File: src/hdl/urg_pkg.sv
// urg_pkg: widths, codes, reset values and timing counts shared by both
// ends of the upstream request/grant link; assumes a 40 MHz timebase clock.
package urg_pkg;
  // field widths
  localparam int TIME_W    = 32;            // timebase, ticks
  localparam int SID_W     = 14;            // service id
  localparam int LEN_W     = 12;            // interval length, mini-slots
  localparam int GR_W      = 8;             // request / grant size
  localparam int CHAN_W    = 8;             // upstream channel id
  localparam int BO_W      = 4;             // backoff exponent
  // mini-slot geometry
  localparam int SLOT_SHIFT = 2;            // 4 ticks per mini-slot
  localparam int BYTE_SHIFT = 4;            // 16 bytes per mini-slot
  localparam int MAX_GRANT  = 255;          // largest data grant
  localparam int REQ_SLOTS  = 8;            // contention region size
  localparam int EPOCH_SLOTS = 300;         // mini-slots per map
  localparam int BO_MAX     = 10;           // backoff exponent ceiling
  localparam int BO_START   = 2;            // backoff start carried in maps
  localparam int PEND_MAX   = 8;            // tdma grant steps until a zero grant is dropped
  // reserved service ids
  localparam logic [SID_W-1:0] NULL_SID  = 14'h0000;
  localparam logic [SID_W-1:0] BCAST_SID = 14'h3fff;
  // channels sharing one centre frequency
  localparam logic [CHAN_W-1:0] TDMA_CHAN = 8'h00;
  localparam logic [CHAN_W-1:0] SCD_CHAN  = 8'h01;
  // timing
  localparam int CLK_HZ    = 40_000_000;
  localparam int SYNC_MS   = 20;            // sync spacing, ms
  localparam int SYNC_CYC  = SYNC_MS * (CLK_HZ / 1000);
  localparam int UCD_S     = 2;             // ucd spacing, s
  localparam int UCD_CYC   = UCD_S * CLK_HZ;
  localparam int MAP_LEAD  = 256;           // map sent this many ticks early
  // reset values
  localparam logic [15:0]       LFSR_SEED = 16'hace1;
  localparam logic [TIME_W-1:0] EPOCH0    = 32'h0000_0400;
  // interval kinds
  typedef enum logic [1:0] {
    IE_NULL = 2'h0,
    IE_REQ  = 2'h1,
    IE_GNT  = 2'h2                          // length 0 means pending
  } urg_ie_e;
endpackage

File: src/hdl/urg_link_if.sv
// urg_link_if: downstream maps/sync/ucd and upstream request/data bursts.
// assumes both ends run on one clock; every signal is a registered output or a constant.
`timescale 1ns/1ps
interface urg_link_if;
  import urg_pkg::*;
  // downstream, headend to modem
  logic                map_vld;             // map header pulse
  logic [CHAN_W-1:0]   map_chan;            // target upstream channel
  logic [TIME_W-1:0]   map_start;           // alloc start, ticks
  logic [TIME_W-1:0]   map_ack;             // ack time, ticks
  logic [BO_W-1:0]     map_bo;              // data backoff start
  logic                ie_vld;              // interval element pulse
  urg_ie_e             ie_kind;             // interval kind
  logic [SID_W-1:0]    ie_sid;              // owner of interval
  logic [TIME_W-1:0]   ie_start;            // interval start, ticks
  logic [LEN_W-1:0]    ie_len;              // interval length, mini-slots
  logic                map_end;             // map terminator pulse
  logic                sync_vld;            // sync pulse
  logic [TIME_W-1:0]   sync_ts;             // timestamp of this cycle
  logic                ucd_vld;             // channel descriptor pulse
  // upstream, modem to headend
  logic                req_vld;             // request burst pulse
  logic [SID_W-1:0]    req_sid;             // requesting service
  logic [GR_W-1:0]     req_len;             // mini-slots wanted
  logic                dat_vld;             // data burst pulse
  logic [SID_W-1:0]    dat_sid;             // sending service
  logic [GR_W-1:0]     dat_len;             // burst mini-slots

  modport modem (
    input  map_vld, map_chan, map_start, map_ack, map_bo, ie_vld, ie_kind,
           ie_sid, ie_start, ie_len, map_end, sync_vld, sync_ts, ucd_vld,
    output req_vld, req_sid, req_len, dat_vld, dat_sid, dat_len
  );
  modport head (
    output map_vld, map_chan, map_start, map_ack, map_bo, ie_vld, ie_kind,
           ie_sid, ie_start, ie_len, map_end, sync_vld, sync_ts, ucd_vld,
    input  req_vld, req_sid, req_len, dat_vld, dat_sid, dat_len
  );
endinterface

File: src/hdl/urg_headend.sv
// urg_headend: headend end; emits sync and ucd, builds one map per
// logical upstream per epoch, mutes the idle one, answers requests.
// assumes one clock shared with the link; the modem drives upstream.
`timescale 1ns/1ps
module urg_headend #(
  parameter int SYNC_CYC = urg_pkg::SYNC_CYC, // sync spacing, cycles
  parameter int UCD_CYC  = urg_pkg::UCD_CYC   // ucd spacing, cycles
) (
  input  wire logic                       core_clk_i,  // timebase clock
  input  wire logic                       arst_n_i,    // async reset
  urg_link_if.head                        lnk,         // cable link
  input  wire logic [urg_pkg::GR_W-1:0]   budget_i,    // grantable slots
  output logic                            req_seen_o,  // request taken
  output logic                            burst_o,     // data burst pulse
  output logic [urg_pkg::SID_W-1:0]       burst_sid_o, // burst owner
  output logic [urg_pkg::GR_W-1:0]        burst_len_o, // burst size
  output logic [urg_pkg::TIME_W-1:0]      time_o       // headend time
);
  import urg_pkg::*;

  typedef enum logic [9:0] {
    H_IDLE = 10'h001, H_HDR = 10'h002, H_GRD = 10'h004,
    H_REQ  = 10'h008, H_GNT = 10'h010, H_END = 10'h020,
    H_MHDR = 10'h040, H_MNUL = 10'h080, H_MEND = 10'h100,
    H_MZG  = 10'h200
  } urg_hst_e;

  urg_hst_e          st_q;
  logic [TIME_W-1:0] time_q, next_q, ofs_q;
  logic [31:0]       sync_cnt_q, ucd_cnt_q;
  logic              scd_q, prev_scd_q;
  logic              pend_q, clr;
  logic [SID_W-1:0]  pend_sid_q;
  logic [GR_W-1:0]   pend_len_q;
  logic [3:0]        pend_cnt_q;
  logic              seen_q, bst_q;
  logic [SID_W-1:0]  bsid_q;
  logic [GR_W-1:0]   blen_q;
  logic              sync_q, ucd_q, mv_q, iv_q, me_q;
  logic [TIME_W-1:0] ts_q, mstart_q, mack_q, istart_q;
  logic [CHAN_W-1:0] mchan_q;
  urg_ie_e           ikind_q;
  logic [SID_W-1:0]  isid_q;
  logic [LEN_W-1:0]  ilen_q;

  // pending entry leaves when granted or given up in the grant step
  // only tdma maps answer requests; modems never listen to the code-division map
  assign clr = (st_q == H_GNT) && !scd_q && pend_q
               && ((pend_len_q <= budget_i) || (pend_cnt_q == 4'(PEND_MAX - 1)));

  // timebase, sync and ucd cadence; stamp names the cycle it is on the wire
  always_ff @(posedge core_clk_i or negedge arst_n_i) begin
    if (!arst_n_i) begin
      time_q <= '0; sync_cnt_q <= '0; ucd_cnt_q <= '0;
      sync_q <= 1'b0; ucd_q <= 1'b0; ts_q <= '0;
    end else begin
      time_q     <= time_q + 32'h1;
      sync_q     <= (sync_cnt_q == 32'(SYNC_CYC - 1));
      ts_q       <= time_q + 32'h1;
      sync_cnt_q <= (sync_cnt_q == 32'(SYNC_CYC - 1)) ? '0 : sync_cnt_q + 32'h1;
      ucd_q      <= (ucd_cnt_q == 32'(UCD_CYC - 1));
      ucd_cnt_q  <= (ucd_cnt_q == 32'(UCD_CYC - 1)) ? '0 : ucd_cnt_q + 32'h1;
    end
  end

  // pending request table of one; a request meeting a clear is kept
  always_ff @(posedge core_clk_i or negedge arst_n_i) begin
    if (!arst_n_i) begin
      pend_q <= 1'b0; pend_sid_q <= '0; pend_len_q <= '0; pend_cnt_q <= '0;
      seen_q <= 1'b0;
    end else begin
      seen_q <= 1'b0;
      if (lnk.req_vld && (!pend_q || clr)) begin
        pend_q <= 1'b1; pend_sid_q <= lnk.req_sid;
        pend_len_q <= lnk.req_len; pend_cnt_q <= '0; seen_q <= 1'b1;
      end else if (clr) begin
        pend_q <= 1'b0;
      end else if ((st_q == H_GNT) && !scd_q && pend_q) begin
        pend_cnt_q <= pend_cnt_q + 4'h1;
      end
    end
  end

  // data bursts seen upstream
  always_ff @(posedge core_clk_i or negedge arst_n_i) begin
    if (!arst_n_i) begin
      bst_q <= 1'b0; bsid_q <= '0; blen_q <= '0;
    end else begin
      bst_q <= lnk.dat_vld;
      if (lnk.dat_vld) begin
        bsid_q <= lnk.dat_sid; blen_q <= lnk.dat_len;
      end
    end
  end

  // map builder: active channel map, then a muting map for the other one
  always_ff @(posedge core_clk_i or negedge arst_n_i) begin
    if (!arst_n_i) begin
      st_q <= H_IDLE; next_q <= EPOCH0; ofs_q <= '0;
      scd_q <= 1'b0; prev_scd_q <= 1'b0;
      mv_q <= 1'b0; iv_q <= 1'b0; me_q <= 1'b0; mchan_q <= '0;
      mstart_q <= '0; mack_q <= '0; istart_q <= '0;
      ikind_q <= IE_NULL; isid_q <= '0; ilen_q <= '0;
    end else begin
      mv_q <= 1'b0; iv_q <= 1'b0; me_q <= 1'b0;
      case (st_q)
        H_IDLE: if (time_q == next_q - TIME_W'(MAP_LEAD)) st_q <= H_HDR;
        H_HDR: begin
          mv_q <= 1'b1;
          mchan_q <= scd_q ? SCD_CHAN : TDMA_CHAN;
          mstart_q <= next_q;
          mack_q <= time_q;
          ofs_q <= next_q;
          st_q <= (!scd_q && prev_scd_q) ? H_GRD : H_REQ;
        end
        H_GRD: begin
          iv_q <= 1'b1; ikind_q <= IE_NULL; isid_q <= NULL_SID;
          istart_q <= ofs_q; ilen_q <= LEN_W'(1);
          ofs_q <= ofs_q + (TIME_W'(1) << SLOT_SHIFT);
          st_q <= H_REQ;
        end
        H_REQ: begin
          iv_q <= 1'b1; ikind_q <= IE_REQ; isid_q <= BCAST_SID;
          istart_q <= ofs_q; ilen_q <= LEN_W'(REQ_SLOTS);
          ofs_q <= ofs_q + (TIME_W'(REQ_SLOTS) << SLOT_SHIFT);
          st_q <= H_GNT;
        end
        H_GNT: begin
          // grant fits budget; else zero grant until the repeat limit
          if (!scd_q && pend_q && (pend_len_q <= budget_i)) begin
            iv_q <= 1'b1; ikind_q <= IE_GNT; isid_q <= pend_sid_q;
            istart_q <= ofs_q; ilen_q <= LEN_W'(pend_len_q);
          end else if (!scd_q && pend_q && !clr) begin
            iv_q <= 1'b1; ikind_q <= IE_GNT; isid_q <= pend_sid_q;
            istart_q <= ofs_q; ilen_q <= '0;
          end
          st_q <= H_END;
        end
        H_END: begin
          me_q <= 1'b1;
          st_q <= H_MHDR;
        end
        H_MHDR: begin
          mv_q <= 1'b1; mack_q <= time_q; mstart_q <= next_q;
          mchan_q <= scd_q ? TDMA_CHAN : SCD_CHAN;
          st_q <= H_MNUL;
        end
        H_MNUL: begin
          // whole epoch to the null id so the shared band stays clear
          iv_q <= 1'b1; ikind_q <= IE_NULL; isid_q <= NULL_SID;
          istart_q <= next_q; ilen_q <= LEN_W'(EPOCH_SLOTS);
          st_q <= (scd_q && pend_q) ? H_MZG : H_MEND;
        end
        H_MZG: begin
          // a muted tdma map still repeats the zero grant, else the modem sees a loss
          iv_q <= 1'b1; ikind_q <= IE_GNT; isid_q <= pend_sid_q;
          istart_q <= next_q; ilen_q <= '0;
          st_q <= H_MEND;
        end
        H_MEND: begin
          me_q <= 1'b1;
          next_q <= next_q + (TIME_W'(EPOCH_SLOTS) << SLOT_SHIFT);
          prev_scd_q <= scd_q;
          scd_q <= !scd_q;
          st_q <= H_IDLE;
        end
        default: st_q <= H_IDLE;
      endcase
    end
  end

  // link and user outputs, all flops but the constant map_bo
  assign lnk.map_vld = mv_q;    assign lnk.map_chan = mchan_q;
  assign lnk.map_start = mstart_q; assign lnk.map_ack = mack_q;
  assign lnk.map_bo = BO_W'(BO_START);
  assign lnk.ie_vld = iv_q;     assign lnk.ie_kind = ikind_q;
  assign lnk.ie_sid = isid_q;   assign lnk.ie_start = istart_q;
  assign lnk.ie_len = ilen_q;   assign lnk.map_end = me_q;
  assign lnk.sync_vld = sync_q; assign lnk.sync_ts = ts_q;
  assign lnk.ucd_vld = ucd_q;
  assign req_seen_o = seen_q;   assign burst_o = bst_q;
  assign burst_sid_o = bsid_q;  assign burst_len_o = blen_q;
  assign time_o = time_q;
endmodule // urg_headend

File: src/flat_wrapper.sv
// flat-port wrapper written by rule: the top's interface ports become plain ports
module urg_headend_flat import urg_pkg::*;
#(
  parameter int SYNC_CYC = urg_pkg::SYNC_CYC,                        
  parameter int UCD_CYC  = urg_pkg::UCD_CYC                         
)
  (core_clk_i, arst_n_i, budget_i, req_seen_o, burst_o, burst_sid_o, burst_len_o, time_o, lnk_map_vld, lnk_map_chan, lnk_map_start, lnk_map_ack, lnk_map_bo, lnk_ie_vld, lnk_ie_kind, lnk_ie_sid, lnk_ie_start, lnk_ie_len, lnk_map_end, lnk_sync_vld, lnk_sync_ts, lnk_ucd_vld, lnk_req_vld, lnk_req_sid, lnk_req_len, lnk_dat_vld, lnk_dat_sid, lnk_dat_len);
  urg_link_if lnk_i ();
  input  wire logic core_clk_i;
  input  wire logic arst_n_i;
  input  wire logic [urg_pkg::GR_W-1:0] budget_i;
  output logic req_seen_o;
  output logic burst_o;
  output logic [urg_pkg::SID_W-1:0] burst_sid_o;
  output logic [urg_pkg::GR_W-1:0] burst_len_o;
  output logic [urg_pkg::TIME_W-1:0] time_o;
  output wire logic [$bits(lnk_i.map_vld)-1:0] lnk_map_vld;
  output wire logic [$bits(lnk_i.map_chan)-1:0] lnk_map_chan;
  output wire logic [$bits(lnk_i.map_start)-1:0] lnk_map_start;
  output wire logic [$bits(lnk_i.map_ack)-1:0] lnk_map_ack;
  output wire logic [$bits(lnk_i.map_bo)-1:0] lnk_map_bo;
  output wire logic [$bits(lnk_i.ie_vld)-1:0] lnk_ie_vld;
  output wire logic [$bits(lnk_i.ie_kind)-1:0] lnk_ie_kind;
  output wire logic [$bits(lnk_i.ie_sid)-1:0] lnk_ie_sid;
  output wire logic [$bits(lnk_i.ie_start)-1:0] lnk_ie_start;
  output wire logic [$bits(lnk_i.ie_len)-1:0] lnk_ie_len;
  output wire logic [$bits(lnk_i.map_end)-1:0] lnk_map_end;
  output wire logic [$bits(lnk_i.sync_vld)-1:0] lnk_sync_vld;
  output wire logic [$bits(lnk_i.sync_ts)-1:0] lnk_sync_ts;
  output wire logic [$bits(lnk_i.ucd_vld)-1:0] lnk_ucd_vld;
  input wire logic [$bits(lnk_i.req_vld)-1:0] lnk_req_vld;
  input wire logic [$bits(lnk_i.req_sid)-1:0] lnk_req_sid;
  input wire logic [$bits(lnk_i.req_len)-1:0] lnk_req_len;
  input wire logic [$bits(lnk_i.dat_vld)-1:0] lnk_dat_vld;
  input wire logic [$bits(lnk_i.dat_sid)-1:0] lnk_dat_sid;
  input wire logic [$bits(lnk_i.dat_len)-1:0] lnk_dat_len;
  assign lnk_map_vld = lnk_i.map_vld;
  assign lnk_map_chan = lnk_i.map_chan;
  assign lnk_map_start = lnk_i.map_start;
  assign lnk_map_ack = lnk_i.map_ack;
  assign lnk_map_bo = lnk_i.map_bo;
  assign lnk_ie_vld = lnk_i.ie_vld;
  assign lnk_ie_kind = lnk_i.ie_kind;
  assign lnk_ie_sid = lnk_i.ie_sid;
  assign lnk_ie_start = lnk_i.ie_start;
  assign lnk_ie_len = lnk_i.ie_len;
  assign lnk_map_end = lnk_i.map_end;
  assign lnk_sync_vld = lnk_i.sync_vld;
  assign lnk_sync_ts = lnk_i.sync_ts;
  assign lnk_ucd_vld = lnk_i.ucd_vld;
  assign lnk_i.req_vld = lnk_req_vld;
  assign lnk_i.req_sid = lnk_req_sid;
  assign lnk_i.req_len = lnk_req_len;
  assign lnk_i.dat_vld = lnk_dat_vld;
  assign lnk_i.dat_sid = lnk_dat_sid;
  assign lnk_i.dat_len = lnk_dat_len;
  urg_headend #(.SYNC_CYC(SYNC_CYC), .UCD_CYC(UCD_CYC)) u_core (.core_clk_i(core_clk_i), .arst_n_i(arst_n_i), .lnk(lnk_i), .budget_i(budget_i), .req_seen_o(req_seen_o), .burst_o(burst_o), .burst_sid_o(burst_sid_o), .burst_len_o(burst_len_o), .time_o(time_o));
endmodule
File: config.mk
export PLATFORM = sky130hd
export DESIGN_NAME = urg_headend_flat
export DESIGN_NICKNAME = d
export VERILOG_FILES = /design/src/hdl/urg_pkg.sv /design/src/hdl/urg_link_if.sv /design/src/hdl/urg_headend.sv /design/src/flat_wrapper.sv
export SDC_FILE = /design/constraint.sdc
export NUM_CORES = 1
export LEC_CHECK = 0
export ABC_AREA = 0
export BUFFER_PORTS_ARGS = -buffer_cell sky130_fd_sc_hd__buf_2
export CAP_MARGIN = 25
export CORE_ASPECT_RATIO = 1.4
export CORE_MARGIN = 4
export CORE_UTILIZATION = 30
export CTS_CLUSTER_SIZE = 30
export DETAILED_ROUTE_END_ITERATION = 6
export HOLD_SLACK_MARGIN = 0.03
export MAX_ROUTING_LAYER = met4
export PLACE_DENSITY = 0.53
export RECOVER_POWER = 100
export SKIP_LAST_GASP = 1
export SLEW_MARGIN = 5
export SYNTH_ARGS = -nofsm -noshare
export SYNTH_HDL_FRONTEND = slang
export SYNTH_SLANG_ARGS = --single-unit
export TNS_END_PERCENT = 50
File: constraint.sdc
create_clock -name core_clk_i -period 2.9 [get_ports core_clk_i]
set_input_delay 0.29 -clock core_clk_i [delete_from_list [all_inputs] [get_ports core_clk_i]]
set_output_delay 0.29 -clock core_clk_i [all_outputs]
set_load 0.02 [all_outputs]
Yosys cells after proc, flatten, opt, wreduce, memory -nomap -nowiden:

Cells that the tools add are included.

* register bits after elaboration: 360
* bits in latches: 0
* memory bits (writable): 0
* bits in read-only memories: 0
* input port bits: 56
* output and inout port bits: 229
* logic and storage cells: 118
* memories kept: 0

* add/subtract/negate cells: 8
* multiply operators: 0
* divide/modulo/power cells: 0
* $lt $le $gt $ge: 1
* equal/unequal tests: 17
* shift operators: 0
* multiplexer cells: 33
* bitwise gates (word level): 0
* reduce and logical (&&, ||, !) cells: 31

Operators by type and width (count)
* one-hot mux 32 bit (3 select lines): 2
* 2-to-1 mux 32 bit: 4
* adder 32 x 1 -> 32 bit, second input constant: 3
* one-hot mux 10 bit (9 select lines): 1
* one-hot mux 12 bit (5 select lines): 1
* one-hot mux 14 bit (4 select lines): 1
* adder 32 x 11 -> 32 bit, second input constant: 1
* adder 32 x 3 -> 32 bit, second input constant: 1
* adder 32 x 6 -> 32 bit, second input constant: 1
* == test 32 x 20 -> 1 bit, second input constant: 1
* == test 32 x 27 -> 1 bit, second input constant: 1
* == test 32 bit: 1
* subtractor 32 x 9 -> 32 bit, second input constant: 1
* 2-to-1 mux 14 bit: 2
* 2-to-1 mux 12 bit: 2
* 2-to-1 mux 10 bit: 2
* 2-to-1 mux 4 bit: 4
* one-hot mux 8 bit (2 select lines): 1
* == test 10 x 1 -> 1 bit, second input constant: 1
* == test 10 bit, second input constant: 1
* == test 10 x 2 -> 1 bit, second input constant: 1
* == test 10 x 3 -> 1 bit, second input constant: 1
* == test 10 x 4 -> 1 bit, second input constant: 1
* == test 10 x 5 -> 1 bit, second input constant: 1
* 24 further kinds: 54

Depth between registers and ports, before layout:

* depth after elaboration: 9
* gate-level depth with buffers: 11
* gate-level depth less buffers: 9

Least setup slack after synthesis:

OpenSTA, ideal clock, no wires.

* path kind: reg2reg
* from: reg u_core.pend_len_q[5]
* to: reg u_core.pend_len_q[0]
* setup time: 0.125 ns
* arrival time: 2.582 ns
* required time: 2.775 ns
* path slack: 0.193 ns
* cell stages (with the launch flop): 11
* buffers on the path: 2
* clock period less this slack: 2.707 ns
* path through: dfrtp_1 -> ha_1 -> a21o_1 -> a21oi_1 -> nor2b_1 -> o31a_1 -> o41ai_1 -> and2_1 -> buf_2 -> buf_2 -> mux2_2

* cells in the longest elaborated chain, start to end: 5

Ends and longest elaborated chain
* start: declaration: RTL line urg_headend.sv:34 `logic [GR_W-1:0] pend_len_q;`
* start signal: assignment: RTL line urg_headend.sv:69 `pend_q <= 1'b0; pend_sid_q <= '0; pend_len_q <= '0; pend_cnt_q <= '0;`
* start signal: assignment: RTL line urg_headend.sv:75 `pend_len_q <= lnk.req_len; pend_cnt_q <= '0; seen_q <= 1'b1;`
* less-or-equal comparator 8 bit: RTL line urg_headend.sv:49 `&& ((pend_len_q <= budget_i) || (pend_cnt_q == 4'(PEND_MAX - 1)));`
* logical OR 1 bit: RTL line urg_headend.sv:49
* logical AND 1 bit: RTL line urg_headend.sv:49
* logical OR 1 bit: RTL line urg_headend.sv:73 `if (lnk.req_vld && (!pend_q || clr)) begin`
* logical AND 1 bit: RTL line urg_headend.sv:73

No other way between the ends.
A chain may end at the register's enable or synchronous reset.

Worst setup path in the final report:

* from: reg u_core.pend_len_q[5]
* to: reg u_core.pend_sid_q[4]

* cells in the longest elaborated chain, start to end: 5

Ends and longest elaborated chain
* less-or-equal comparator 8 bit: RTL line urg_headend.sv:49
* logical OR 1 bit: RTL line urg_headend.sv:49
* logical AND 1 bit: RTL line urg_headend.sv:49
* logical OR 1 bit: RTL line urg_headend.sv:73
* logical AND 1 bit: RTL line urg_headend.sv:73
* end signal: assignment: RTL line urg_headend.sv:69
* end signal: assignment: RTL line urg_headend.sv:74 `pend_q <= 1'b1; pend_sid_q <= lnk.req_sid;`
* end: declaration: RTL line urg_headend.sv:33 `logic [SID_W-1:0] pend_sid_q;`

No other way between the ends.

==> impl_metrics.env <==
export IMPL_ys_flop_type="dfrtp_1"
export IMPL_die_area_mm2=0.0582
export IMPL_ir_drop_mv=0.365
export IMPL_path_class="flip-flop to flip-flop"
export IMPL_yosysTopAreaCell="dfrtp_1"
export IMPL_fin_nets=1960
export IMPL_die_h_um=284
export IMPL_pre_cts_slack_ns=0.0439
export IMPL_ios=285
export IMPL_whs_ns=0.432
export IMPL_period_share_pct=93.3
export IMPL_grt_pass1_vias=13000
export IMPL_fp_row_count=100
export IMPL_place_port_buffers=264
export IMPL_wl_mm=45.4
export IMPL_clk_path_buf_depth=3
export IMPL_synth_area_leaders="dfrtp_1, mux2_2, xnor2_1"
export IMPL_synth_seq_cells=338
export IMPL_drc_errors=0
export IMPL_grt_usage_pct=16.0
export IMPL_combinationalPowerShare_pct=3.8
export IMPL_final_max_slew_violation_count=81
export IMPL_dr_total_vias=12500
export IMPL_clock_sinks=338
export IMPL_antenna_left=0
export IMPL_grt_start_max_net_pins=84
export IMPL_internal_power_mw=8.25
export IMPL_postSynthAreaPerCell_um2=10.5
export IMPL_yosysSeqAreaShare_pct=51.9
export IMPL_overflow=0
export IMPL_clock_skew_ns=0.0132
export IMPL_crit_required_ns=3.33
export IMPL_worst_ep_arrival_time_ns=3.13
export IMPL_min_path_type="flip-flop to flip-flop"
export IMPL_p_sw_share_pct=21.7
export IMPL_num_antenna_cells=0
export IMPL_drt_vias_per_instance=4.74
export IMPL_synth_cell_type_count=68
export IMPL_grt_setup_unrepaired="true"
export IMPL_synth_warnings=0
export IMPL_max_slew_margin_pct=-52.4
export IMPL_setup_violations=0
export IMPL_cts_max_level=2
export IMPL_gp_congestion=0.823
export IMPL_status="finished, violations left"
export IMPL_p_per_area_mw_per_mm2=523
export IMPL_drtIter0Drc=471
export IMPL_first_pass_iters=5
export IMPL_die_w_um=205
export IMPL_areaGrowthSynthToFinish_pct=23.7
export IMPL_worstMarginPinSlew_ns=2.29
export IMPL_p_leak_nw=9.16
export IMPL_syn_instance_count=1555
export IMPL_routedWlPerCell_um=17.3
export IMPL_synth_top_area_share_pct=51.6
export IMPL_switchingPower_mw=2.29
export IMPL_crit_path_max_fanout=13
export IMPL_start_kind="flip-flop"
export IMPL_synth_cell_area_mm2=0.0163
export IMPL_final_cell_mix="dfrtp_1, clkbuf_1, nand2_1"
export IMPL_coreArea_mm2=0.0534
export IMPL_final_hold_violation_count=0
export IMPL_grt_pass1_wl_mm=72.7
export IMPL_cts_tree="done"
export IMPL_end_kind="flip-flop"
export IMPL_min_period_ns=2.70
export IMPL_final_common_cell="dfrtp_1"
export IMPL_cts_buffers=39
export IMPL_fmax_ghz=0.370
export IMPL_cts_root_buf="clkbuf_16"
export IMPL_antenna_found_initial=0
export IMPL_start_util_pct=30.5
export IMPL_layout_drive_gt1_share_pct=17.0
export IMPL_fin_ws_ns=0.195
export IMPL_hpwl_mm=33.1
export IMPL_path_clk_slew_ns=0.06
export IMPL_clk_latency_ns=0.55
export IMPL_seq_power_share_pct=45.8
export IMPL_drv_cap=1
export IMPL_violations="capacitance limit, slew limit"
export IMPL_async_reset_ff_share_pct=100
export IMPL_synth_edff_count=0
export IMPL_p_clk_share_pct=50.4
-- power by group through the flow --
stage          Combinational, mW  Sequential, mW  Clock [mW]
6_report                   0.402            4.83        5.31
5_1_grt                    0.456            4.83        5.69
4_1_cts                    0.427            4.82        5.51
3_5_place_dp               0.378            4.91           0
3_3_place_gp               0.372            4.90           0
2_1_floorplan              0.145            4.94           0
-- cell families (layout without fill, tap and decap cells) --
kind of cell | after synthesis | in the layout | share of synthesized area, %
AOI/OAI and AO/OA | 203 | 203 | 7.55
xor gates and xnor gates | 154 | 154 | 8.28
adders and majority gates | 18 | 18 | 1.38
buffers and inverters | 169 | 509 | 5.31
DFF | 338 | 338 | 51.9
muxes | 130 | 130 | 8.80
other | 2 | 20 | 0.0461
and+or+nand+nor | 541 | 541 | 16.7
-- worst max-delay path: stages (launching register included) --
cell	delay (ns)
dfrtp_1	0.39
ha_1	0.29
a21o_1	0.16
a21oi_1	0.14
nor2b_1	0.09
o31a_1	0.33
o41ai_2	0.37
and2_1	0.21
buf_4	0.22
mux2_2	0.36
-- registers in the layout, indices dropped and copies added, names as in the netlist, 2 cells and up --
| register | flops |
|---|---|
| u_core.lnk.ie_kind | 2 |
| u_core.sync_cnt_q | 32 |
| u_core.burst_len_o | 8 |
| u_core.pend_cnt_q | 4 |
| u_core.lnk.ie_sid | 14 |
| u_core.pend_sid_q | 14 |
| u_core.burst_sid_o | 14 |
| u_core.time_o | 32 |
| u_core.ofs_q | 30 |
| u_core.lnk.ie_start | 30 |
| u_core.st_q | 10 |
| u_core.pend_len_q | 8 |
| u_core.lnk.ie_len | 9 |
| u_core.lnk.map_start | 28 |
| u_core.lnk.map_ack | 32 |
| u_core.ucd_cnt_q | 32 |
| u_core.next_q | 28 |
-- metal layers --
layer  global-route usage (%)  vias up  routed length [um]
met5                        -        -                   0
met4                     5.28        0                1450
met3                     3.05       88                2310
met2                     29.1      259               24400
met1                     17.3     6128               17200
li1                         -     5979                   -
-- worst paths after layout --
| path | startpoint | to | slack (ns) | cells past startpoint |
|---|---|---|---|---|
| max reg2reg | u_core.pend_len_q[5]$_DFFE_PN0P_ | u_core.pend_sid_q[4]$_DFFE_PN0P_ | 0.20 | 9 |
| max in group asynchronous | arst_n_i | u_core.next_q[14]$_DFFE_PN0P_ | 0.49 | 3 |
| min reg2reg | u_core.time_o[0]$_DFF_PN0_ | u_core.time_o[0]$_DFF_PN0_ | 0.43 | 1 |
| min | u_core.time_o[0]$_DFF_PN0_ | u_core.time_o[0]$_DFF_PN0_ | 0.43 | 1 |
| min in group asynchronous | arst_n_i | u_core.burst_sid_o[5]$_DFFE_PN0P_ | 0.98 | 2 |
| max | u_core.pend_len_q[5]$_DFFE_PN0P_ | u_core.pend_sid_q[4]$_DFFE_PN0P_ | 0.20 | 9 |
-- layout make-up --
| type | instances | area, um2 |
|---|---|---|
| tap | 714 | 893 |
| fill | 5461 | 33300 |
| multi-input combinational | 1066 | 7060 |
| inverter | 39 | 146 |
| timing repair buffer | 402 | 2210 |
| sequential | 338 | 8460 |
| clock inverter | 16 | 238 |
| clock buffer | 52 | 1150 |
-- Yosys cell counts (4+ instances only) --
cell	n
o211ai_1	17
nand2_1	165
and2_1	15
nor2b_1	16
mux2i_1	24
nor4_1	20
nand4_1	30
a32oi_1	8
or3_1	8
nor3_1	24
buf_4	52
nand3_1	73
a21oi_1	39
xor2_1	51
buf_1	6
inv_1	39
o21ai_0	93
and3b_1	4
and3_1	32
nor2_1	108
nand2b_1	11
and4_1	6
a31oi_1	4
dfrtp_1	336
o21a_1	4
xnor2_1	103
nand4b_1	4
buf_2	16
mux2_2	106
a22o_1	5
ha_1	18
clkbuf_1	54
nor4b_1	4
or4_1	5
-- metrics by stage --
step | utilization (%) | instance area, um2 | cells | TNS, ns | power, mW
4_1_cts | 38.4 | 20500 | 2627 | 0 | 10.8
6_report | 37.7 | 20200 | 2627 | 0 | 10.5
3_5_place_dp | 35.0 | 18700 | 2513 | 0 | 5.29
3_3_place_gp | 34.9 | 18700 | 2512 | 0 | 5.28
5_1_grt | 37.7 | 20200 | 2627 | -0.0237 | 11.0
2_1_floorplan | - | 16400 | 1573 | 0 | 5.09
-- what timing repair did --
action / CTS / global route
gates resized for setup: 0 / 4
hold endpoints to repair: 122 / 0
buffers inserted: 0 / 0
hold buffers: 46 / 0
endpoints found under the setup margin: 0 / 24
No activity file was read; power rests on OpenSTA's default activity.
